===== src/spc_map.vh =====
// Overview of operation
// The counter is a 16-bit up-counter with one compare and one period register.
// Once enabled the counter keeps advancing in active and every sleep mode.
// Counter events can wake the device, interrupt it at intervals, or both.
// The reference clock is chosen among crystal 1.024kHz/32.768kHz, external, internal 32.768kHz and ultra_low_power_osc.
// A programmable 10-bit prescaler divides the reference and counting steps only on its tick.
// Counter equal to compare raises a compare interrupt request and/or event per enables.
// Counter equal to period raises an overflow interrupt request and/or event per enables.
// On period overflow the counter clears to zero and restarts.
// Compare and period are 16 bits and each comparison uses all 16 counter bits.
`ifndef SPC_MAP_VH
`define SPC_MAP_VH
`define SPC_OFF_CTRL    12'h000
`define SPC_OFF_PRESC   12'h004
`define SPC_OFF_CNT     12'h008
`define SPC_OFF_CMP     12'h00c
`define SPC_OFF_PER     12'h010
`define SPC_OFF_STATUS  12'h014
`define SPC_CTRL_EN     0
`define SPC_CTRL_SEL_LO 1
`define SPC_CTRL_SEL_HI 3
`define SPC_CTRL_CIE    4
`define SPC_CTRL_CEE    5
`define SPC_CTRL_OIE    6
`define SPC_CTRL_OEE    7
`define SPC_CTRL_WCE    8
`define SPC_CTRL_WOE    9
`define SPC_ST_CMP      0
`define SPC_ST_OVF      1
`define SPC_RST_CTRL    10'h000
`define SPC_RST_PRESC   10'h000
`define SPC_RST_CMP     16'hffff
`define SPC_RST_PER     16'hffff
`define SPC_SEL_XTAL1K  3'h0
`define SPC_SEL_XTAL32K 3'h1
`define SPC_SEL_EXT     3'h2
`define SPC_SEL_INT32K  3'h3
`define SPC_SEL_ULP     3'h4
`endif


===== src/spc_prescaler.v =====
`timescale 1ns/1ps
`default_nettype none
`include "spc_map.vh"
// Reference-edge divider: tick every div+1 reference edges
module spc_prescaler #(
  parameter W = 10
) (
  input  wire         clk,
  input  wire         nrst,
  input  wire         run,
  input  wire         ref_edge,
  input  wire [W-1:0] div,
  output reg          tick
);
  reg [W-1:0] cnt_r;
  // Prescale reference edges
  always @(posedge clk or negedge nrst) begin
    if (!nrst) begin
      cnt_r <= {W{1'b0}};
      tick  <= 1'b0;
    end else if (!run) begin
      cnt_r <= {W{1'b0}};
      tick  <= 1'b0;
    end else if (ref_edge) begin
      if (cnt_r >= div) begin
        cnt_r <= {W{1'b0}};
        tick  <= 1'b1;
      end else begin
        cnt_r <= cnt_r + {{(W-1){1'b0}}, 1'b1};
        tick  <= 1'b0;
      end
    end else begin
      tick <= 1'b0;
    end
  end
endmodule // spc_prescaler
`default_nettype wire


===== src/spc_sync.v =====
`timescale 1ns/1ps
`default_nettype none
// Two-flop level synchroniser
module spc_sync (
  input  wire clk,
  input  wire nrst,
  input  wire d,
  output reg  q
);
  reg meta_r;
  always @(posedge clk or negedge nrst) begin
    if (!nrst) begin
      meta_r <= 1'b0;
      q      <= 1'b0;
    end else begin
      meta_r <= d;
      q      <= meta_r;
    end
  end
endmodule // spc_sync
`default_nettype wire


===== src/spc_top.v =====
// Chosen here: the address map and the APB slave port.
`timescale 1ns/1ps
`default_nettype none
`include "spc_map.vh"
module spc_top #(
  parameter CW = 16,
  parameter PW = 10
) (
  // Clock and reset
  input  wire        clk,
  input  wire        nrst,
  // APB slave
  input  wire        psel,
  input  wire        penable,
  input  wire        pwrite,
  input  wire [11:0] paddr,
  input  wire [31:0] pwdata,
  output reg  [31:0] prdata,
  output reg         pready,
  output reg         pslverr,
  // Reference clock pins
  input  wire        xtal_1k,
  input  wire        xtal_32k,
  input  wire        ext_clk,
  input  wire        int_osc_32k,
  input  wire        ultra_low_power_osc,
  // Events and requests
  output reg         cmp_irq,
  output reg         ovf_irq,
  output reg         cmp_evt,
  output reg         ovf_evt,
  output reg         wake
);
  reg  [9:0]    ctrl_r;
  reg  [PW-1:0] presc_r;
  reg  [CW-1:0] cnt_r;
  reg  [CW-1:0] cmp_r;
  reg  [CW-1:0] per_r;
  reg  [1:0]    st_r;
  reg           ref_d_r;
  wire [4:0]    ref_s;
  wire          tick;
  reg           ref_sel;
  wire          wr;
  wire          rd;
  wire          hit_cmp;
  wire          hit_ovf;
  wire          en;
  wire [2:0]    sel;
  // Synchronise every reference source
  spc_sync u_s0 (.clk(clk), .nrst(nrst), .d(xtal_1k),             .q(ref_s[0]));
  spc_sync u_s1 (.clk(clk), .nrst(nrst), .d(xtal_32k),            .q(ref_s[1]));
  spc_sync u_s2 (.clk(clk), .nrst(nrst), .d(ext_clk),             .q(ref_s[2]));
  spc_sync u_s3 (.clk(clk), .nrst(nrst), .d(int_osc_32k),         .q(ref_s[3]));
  spc_sync u_s4 (.clk(clk), .nrst(nrst), .d(ultra_low_power_osc), .q(ref_s[4]));
  assign en  = ctrl_r[`SPC_CTRL_EN];
  assign sel = ctrl_r[`SPC_CTRL_SEL_HI:`SPC_CTRL_SEL_LO];
  // Reference source mux
  always @* begin
    case (sel)
      `SPC_SEL_XTAL1K:  ref_sel = ref_s[0];
      `SPC_SEL_XTAL32K: ref_sel = ref_s[1];
      `SPC_SEL_EXT:     ref_sel = ref_s[2];
      `SPC_SEL_INT32K:  ref_sel = ref_s[3];
      `SPC_SEL_ULP:     ref_sel = ref_s[4];
      default:          ref_sel = 1'b0;
    endcase
  end
  always @(posedge clk or negedge nrst) begin
    if (!nrst) begin
      ref_d_r <= 1'b0;
    end else begin
      ref_d_r <= ref_sel;
    end
  end
  // Prescaled tick
  spc_prescaler #(.W(PW)) u_presc (
    .clk      (clk),
    .nrst     (nrst),
    .run      (en),
    .ref_edge (ref_sel & ~ref_d_r),
    .div      (presc_r),
    .tick     (tick)
  );
  // Full-width comparisons
  assign hit_cmp = tick && (cnt_r == cmp_r);
  assign hit_ovf = tick && (cnt_r == per_r);
  assign wr = psel & penable & pwrite;
  assign rd = psel & ~penable & ~pwrite;
  // Registers and counter
  always @(posedge clk or negedge nrst) begin
    if (!nrst) begin
      ctrl_r  <= `SPC_RST_CTRL;
      presc_r <= `SPC_RST_PRESC;
      cnt_r   <= {CW{1'b0}};
      cmp_r   <= `SPC_RST_CMP;
      per_r   <= `SPC_RST_PER;
      st_r    <= 2'b00;
    end else begin
      // Free-running count
      if (en && tick) begin
        // Clear on period
        if (hit_ovf)
          cnt_r <= {CW{1'b0}};
        // Up-count
        else
          cnt_r <= cnt_r + {{(CW-1){1'b0}}, 1'b1};
      end
      if (wr) begin
        case (paddr)
          `SPC_OFF_CTRL:  ctrl_r  <= pwdata[9:0];
          `SPC_OFF_PRESC: presc_r <= pwdata[PW-1:0];
          `SPC_OFF_CNT:   cnt_r   <= pwdata[CW-1:0];
          `SPC_OFF_CMP:   cmp_r   <= pwdata[CW-1:0];
          `SPC_OFF_PER:   per_r   <= pwdata[CW-1:0];
          default:        ;
        endcase
      end
      // Write-one-to-clear, set wins
      st_r[`SPC_ST_CMP] <= (en & hit_cmp) | (st_r[`SPC_ST_CMP] &
                           ~(wr && paddr == `SPC_OFF_STATUS && pwdata[`SPC_ST_CMP]));
      st_r[`SPC_ST_OVF] <= (en & hit_ovf) | (st_r[`SPC_ST_OVF] &
                           ~(wr && paddr == `SPC_OFF_STATUS && pwdata[`SPC_ST_OVF]));
    end
  end
  // Outputs and APB answer
  always @(posedge clk or negedge nrst) begin
    if (!nrst) begin
      prdata  <= 32'h0000_0000;
      pready  <= 1'b0;
      pslverr <= 1'b0;
      cmp_irq <= 1'b0;
      ovf_irq <= 1'b0;
      cmp_evt <= 1'b0;
      ovf_evt <= 1'b0;
      wake    <= 1'b0;
    end else begin
      pready  <= psel & ~penable;
      pslverr <= 1'b0;
      if (psel & ~penable) begin
        case (paddr)
          `SPC_OFF_CTRL, `SPC_OFF_PRESC, `SPC_OFF_CNT,
          `SPC_OFF_CMP, `SPC_OFF_PER, `SPC_OFF_STATUS: pslverr <= 1'b0;
          default: pslverr <= 1'b1;
        endcase
      end
      if (rd) begin
        case (paddr)
          `SPC_OFF_CTRL:   prdata <= {{22{1'b0}}, ctrl_r};
          `SPC_OFF_PRESC:  prdata <= {{(32-PW){1'b0}}, presc_r};
          `SPC_OFF_CNT:    prdata <= {{(32-CW){1'b0}}, cnt_r};
          `SPC_OFF_CMP:    prdata <= {{(32-CW){1'b0}}, cmp_r};
          `SPC_OFF_PER:    prdata <= {{(32-CW){1'b0}}, per_r};
          `SPC_OFF_STATUS: prdata <= {{30{1'b0}}, st_r};
          default:         prdata <= 32'h0000_0000;
        endcase
      end
      // Compare request and event
      cmp_irq <= st_r[`SPC_ST_CMP] & ctrl_r[`SPC_CTRL_CIE];
      cmp_evt <= en & hit_cmp & ctrl_r[`SPC_CTRL_CEE];
      // Overflow request and event
      ovf_irq <= st_r[`SPC_ST_OVF] & ctrl_r[`SPC_CTRL_OIE];
      ovf_evt <= en & hit_ovf & ctrl_r[`SPC_CTRL_OEE];
      // Wake-up request
      wake    <= (en & hit_cmp & ctrl_r[`SPC_CTRL_WCE]) | (en & hit_ovf & ctrl_r[`SPC_CTRL_WOE]);
    end
  end
endmodule // spc_top
`default_nettype wire


===== config.mk =====
export PLATFORM = sky130hd
export DESIGN_NAME = spc_top
export DESIGN_NICKNAME = d
export VERILOG_FILES = /design/src/spc_prescaler.v /design/src/spc_sync.v /design/src/spc_top.v
export VERILOG_INCLUDE_DIRS = /design/src
export SDC_FILE = /design/constraint.sdc
export NUM_CORES = 1
export LEC_CHECK = 0
export ABC_AREA = 1
export BUFFER_PORTS_ARGS = -buffer_cell sky130_fd_sc_hd__buf_2
export CORE_MARGIN = 10
export CORE_UTILIZATION = 45
export DETAILED_ROUTE_END_ITERATION = 16
export GPL_TIMING_DRIVEN = 0
export HOLD_SLACK_MARGIN = 0.08
export MAX_ROUTING_LAYER = met4
export PLACE_DENSITY = 0.73
export SLEW_MARGIN = 30
export SYNTH_ARGS = -nofsm -noshare
export SYNTH_HDL_FRONTEND = slang
export SYNTH_SLANG_ARGS = --single-unit
export TNS_END_PERCENT = 100

===== constraint.sdc =====
create_clock -name clk -period 2 [get_ports clk]
set_input_delay 0.4 -clock clk [delete_from_list [all_inputs] [get_ports clk]]
set_output_delay 0.4 -clock clk [all_outputs]
set_load 0.02 [all_outputs]

==> flow_summary.json <==
{
  "min_period_ns": 1.89,
  "path_clk_slew_ns": 0.06,
  "final_area_mm2": 0.00822,
  "avgViaCountPerCell": 5.19,
  "grtUsageTotal_pct": 20.3,
  "async_flop_share_pct": 100,
  "port-buffer-count": 59,
  "grt_start_max_net_pins": 85,
  "yosysSeqAreaShare_pct": 42.1,
  "cts_tree": "done",
  "yosysWarnings": 0,
  "grt_pass1_wl_mm": 31.7,
  "die_w_um": 144,
  "ys_seq_elements": 115,
  "slew_headroom_pct": 60.7,
  "syn_area_per_cell_um2": 7.44,
  "clock-skew-final_ns": 0.00882,
  "r2r_end": "cnt_r[14]",
  "slew_viol_final": 0,
  "min_period_over_period_pct": 94.6,
  "ios": 93,
  "worstSetupStartpointType": "flip-flop",
  "hp-class": "in2reg",
  "power.share.sequential_pct": 41.2,
  "overflow": 0,
  "synth_top_area_cell": "dfrtp_1",
  "regToRegSetupSlack_ns": 0.11,
  "synth_mux_area_share_pct": 0,
  "switching_power_mw": 1.29,
  "hold_ws_ns": 0.156,
  "cts_root_buffer": "clkbuf_16",
  "clkSinkCount": 115,
  "dieArea_mm2": 0.0208,
  "netlist_area_mm2": 0.00693,
  "antenna_found_initial": 0,
  "setup_viol": 0,
  "clkLatencyLatePin_ns": 0.43,
  "synth_ff_type": "dfrtp_1",
  "p_clk_share_pct": 53.6,
  "max_cap_violations": 0,
  "nets": 1098,
  "antennaDiodeCount": 0,
  "reg2regPathDepth": 8,
  "drc": 0,
  "hold_violations": 0,
  "yosys-top-cells-area": "dfrtp_1, nand2_1, dfstp_2",
  "synth_top_cell_area_share_pct": 30.0,
  "yosysUniqueCellTypes": 43,
  "area_delta_synth_final_pct": 18.6,
  "worstSetupStartpoint": "cnt_r[0]",
  "cp.required_ns": 2.31,
  "status": "complete, no violations",
  "ir_drop_mv": 0.533,
  "start_util_pct": 45.8,
  "fmax_mhz": 529,
  "drt_iter0_markers": 665,
  "rsz0062_at_grt": "false",
  "place_hpwl_mm": 15.2,
  "synth-xor-area-share_pct": 2.40,
  "yosysMostFrequentCell": "nand2_1",
  "nFillCells": 1431,
  "numCtsBuffers": 17,
  "path_class": "reg2reg",
  "place_area_mm2": 0.00756,
  "p_comb_share_pct": 5.2,
  "grt_pass1_vias": 5943,
  "cp_data_arrival_time_ns": 2.20,
  "p_leak_nw": 4.21,
  "synth_top_family_by_area": "simple AND/OR/NAND/NOR gates",
  "synth-compound-area-share_pct": 7.83,
  "synthCells": 932,
  "post-route-worst-setup-slack_ns": 0.108,
  "rows": 45,
  "cts_buffer_depth": 2,
  "end_kind": "flip-flop",
  "gp_congestion": 1.01,
  "die_h_um": 144,
  "drtAntennaViolNets": 0,
  "reg2reg_from": "cnt_r[0]",
  "core_mm2": 0.0151,
  "num_vias": 6397,
  "crit_end": "cnt_r[14]",
  "synth_edf_count": 0,
  "yosys.area_share.simple_pct": 34.4,
  "p_sw_share_pct": 22.5,
  "crit_fanout": 7,
  "drt_pass1_iterations": 5,
  "p_per_area_mw_per_mm2": 697,
  "internal-power_mw": 4.44,
  "synthAdderAreaFrac_pct": 2.17,
  "drt-total-wl_mm": 20.1,
  "synth_common_cells": "nand2_1, inv_1, nand3_1, dfrtp_1, nor2_1",
  "hp-start": "penable",
  "worst_pin_slew_ns": 0.589,
  "drive_above_1_share_pct": 22.5,
  "wl_per_cell_um": 16.3,
  "pre_cts_slack_ns": -0.0169,
  "cts_max_level": 4
}
registers in the layout, indices dropped and copies added (netlist names), 2 cells and up:
name / flops
per_r: 16
cnt_r: 16
st_r: 2
u_presc.cnt_r: 10
cmp_r: 16
prdata: 16
presc_r: 10
ctrl_r: 10
worst min-delay path by stage:
stage,endpoint,slack [ns],depth (start not counted)
after floorplan,cmp_evt,0.10,0
after global placement,u_s0.q,0.33,0
after detailed placement,cnt_r[12],0.27,1
after CTS,pready,0.15,2
after global routing,pready,0.17,2
final,pready,0.16,2
critical path: stages, from the launching register on:
cell and delay [ns]:
dfrtp_1 0.52, ha_1 0.33, nand3_1 0.15, nor2_4 0.18
nand4_1 0.17, o21ai_0 0.20, nand2_1 0.07, nand3_1 0.08
nand2_1 0.07
power groups by stage:
| stage | Sequential, mW | Combinational, mW | Clock, mW |
|---|---|---|---|
| 2_1_floorplan | 2.41 | 0.137 | 0 |
| 4_1_cts | 2.36 | 0.299 | 3.08 |
| 3_3_place_gp | 2.40 | 0.277 | 0 |
| 6_report | 2.36 | 0.299 | 3.07 |
| 5_1_grt | 2.36 | 0.332 | 3.21 |
| 3_5_place_dp | 2.40 | 0.289 | 0 |
layout make-up:
| type | count | area, um^2 | share of cell area (%) |
|---|---|---|---|
| well taps | 188 | 235 | 2.86 |
| repair buffers | 66 | 393 | 4.78 |
| inverters | 114 | 432 | 5.25 |
| flip-flops and latches | 115 | 2920 | 35.5 |
| multi-input cells | 673 | 3320 | 40.3 |
| clock buffers | 23 | 458 | 5.57 |
| plain buffers | 45 | 337 | 4.09 |
| clock inverters | 9 | 133 | 1.61 |
layer usage:
layer  vias up  wire (um)  GRT usage [%]
met5         -          0              -
met4         0        397           6.66
met2       318       8530           28.3
met1      2932       9090           27.7
li1       3118          -              -
met3        29       2050           5.71
cell usage in the layout (no fill, tap or decap), types with 4 or more instances in the layout:
| cell type | count |
|---|---|
| nand2_1 | 295 |
| inv_1 | 101 |
| nand3_1 | 88 |
| dfrtp_1 | 82 |
| nor2_1 | 79 |
| buf_2 | 69 |
| o21ai_0 | 54 |
| dfstp_2 | 32 |
| buf_4 | 20 |
| clkbuf_16 | 17 |
| o21ai_2 | 16 |
| conb_1 | 16 |
| xor2_1 | 15 |
| nand4_1 | 13 |
| nand2_2 | 12 |
| ha_1 | 12 |
| a21oi_1 | 11 |
| buf_6 | 10 |
| inv_2 | 9 |
| nor2_2 | 8 |
| nand3_2 | 8 |
| nor2_4 | 7 |
| o21ai_1 | 7 |
| nor3_1 | 6 |
| clkbuf_1 | 6 |
| dlygate4sd3_1 | 6 |
| xnor2_1 | 4 |
metrics by stage:
stage	utilization [%]	power, mW	TNS, ns	cells
after floorplan	-	2.55	0	947
after global placement	49.6	2.68	-73.21	1194
after detailed placement	49.9	2.69	-0.0355	1195
after CTS	54.2	5.74	0	1233
after global routing	54.3	5.91	0	1233
final	54.3	5.73	0	1233
repair_timing:
item                                    4_1_cts  5_1_grt
endpoints found under the setup margin        5       10
hold buffers                                  6        0
pin swaps                                     0        0
gates resized for setup                       1        4
buffers inserted                              0        0
hold endpoints to repair                     29        0
cells by family after synthesis:
family                     Yosys count
buffers and inverters              159
AOI/OAI and AO/OA                   94
xor gates and xnor gates            19
other                                1
adders and majority gates           12
and+or+nand+nor                    532
DFF                                115
(Power assumes the default switching activity.)
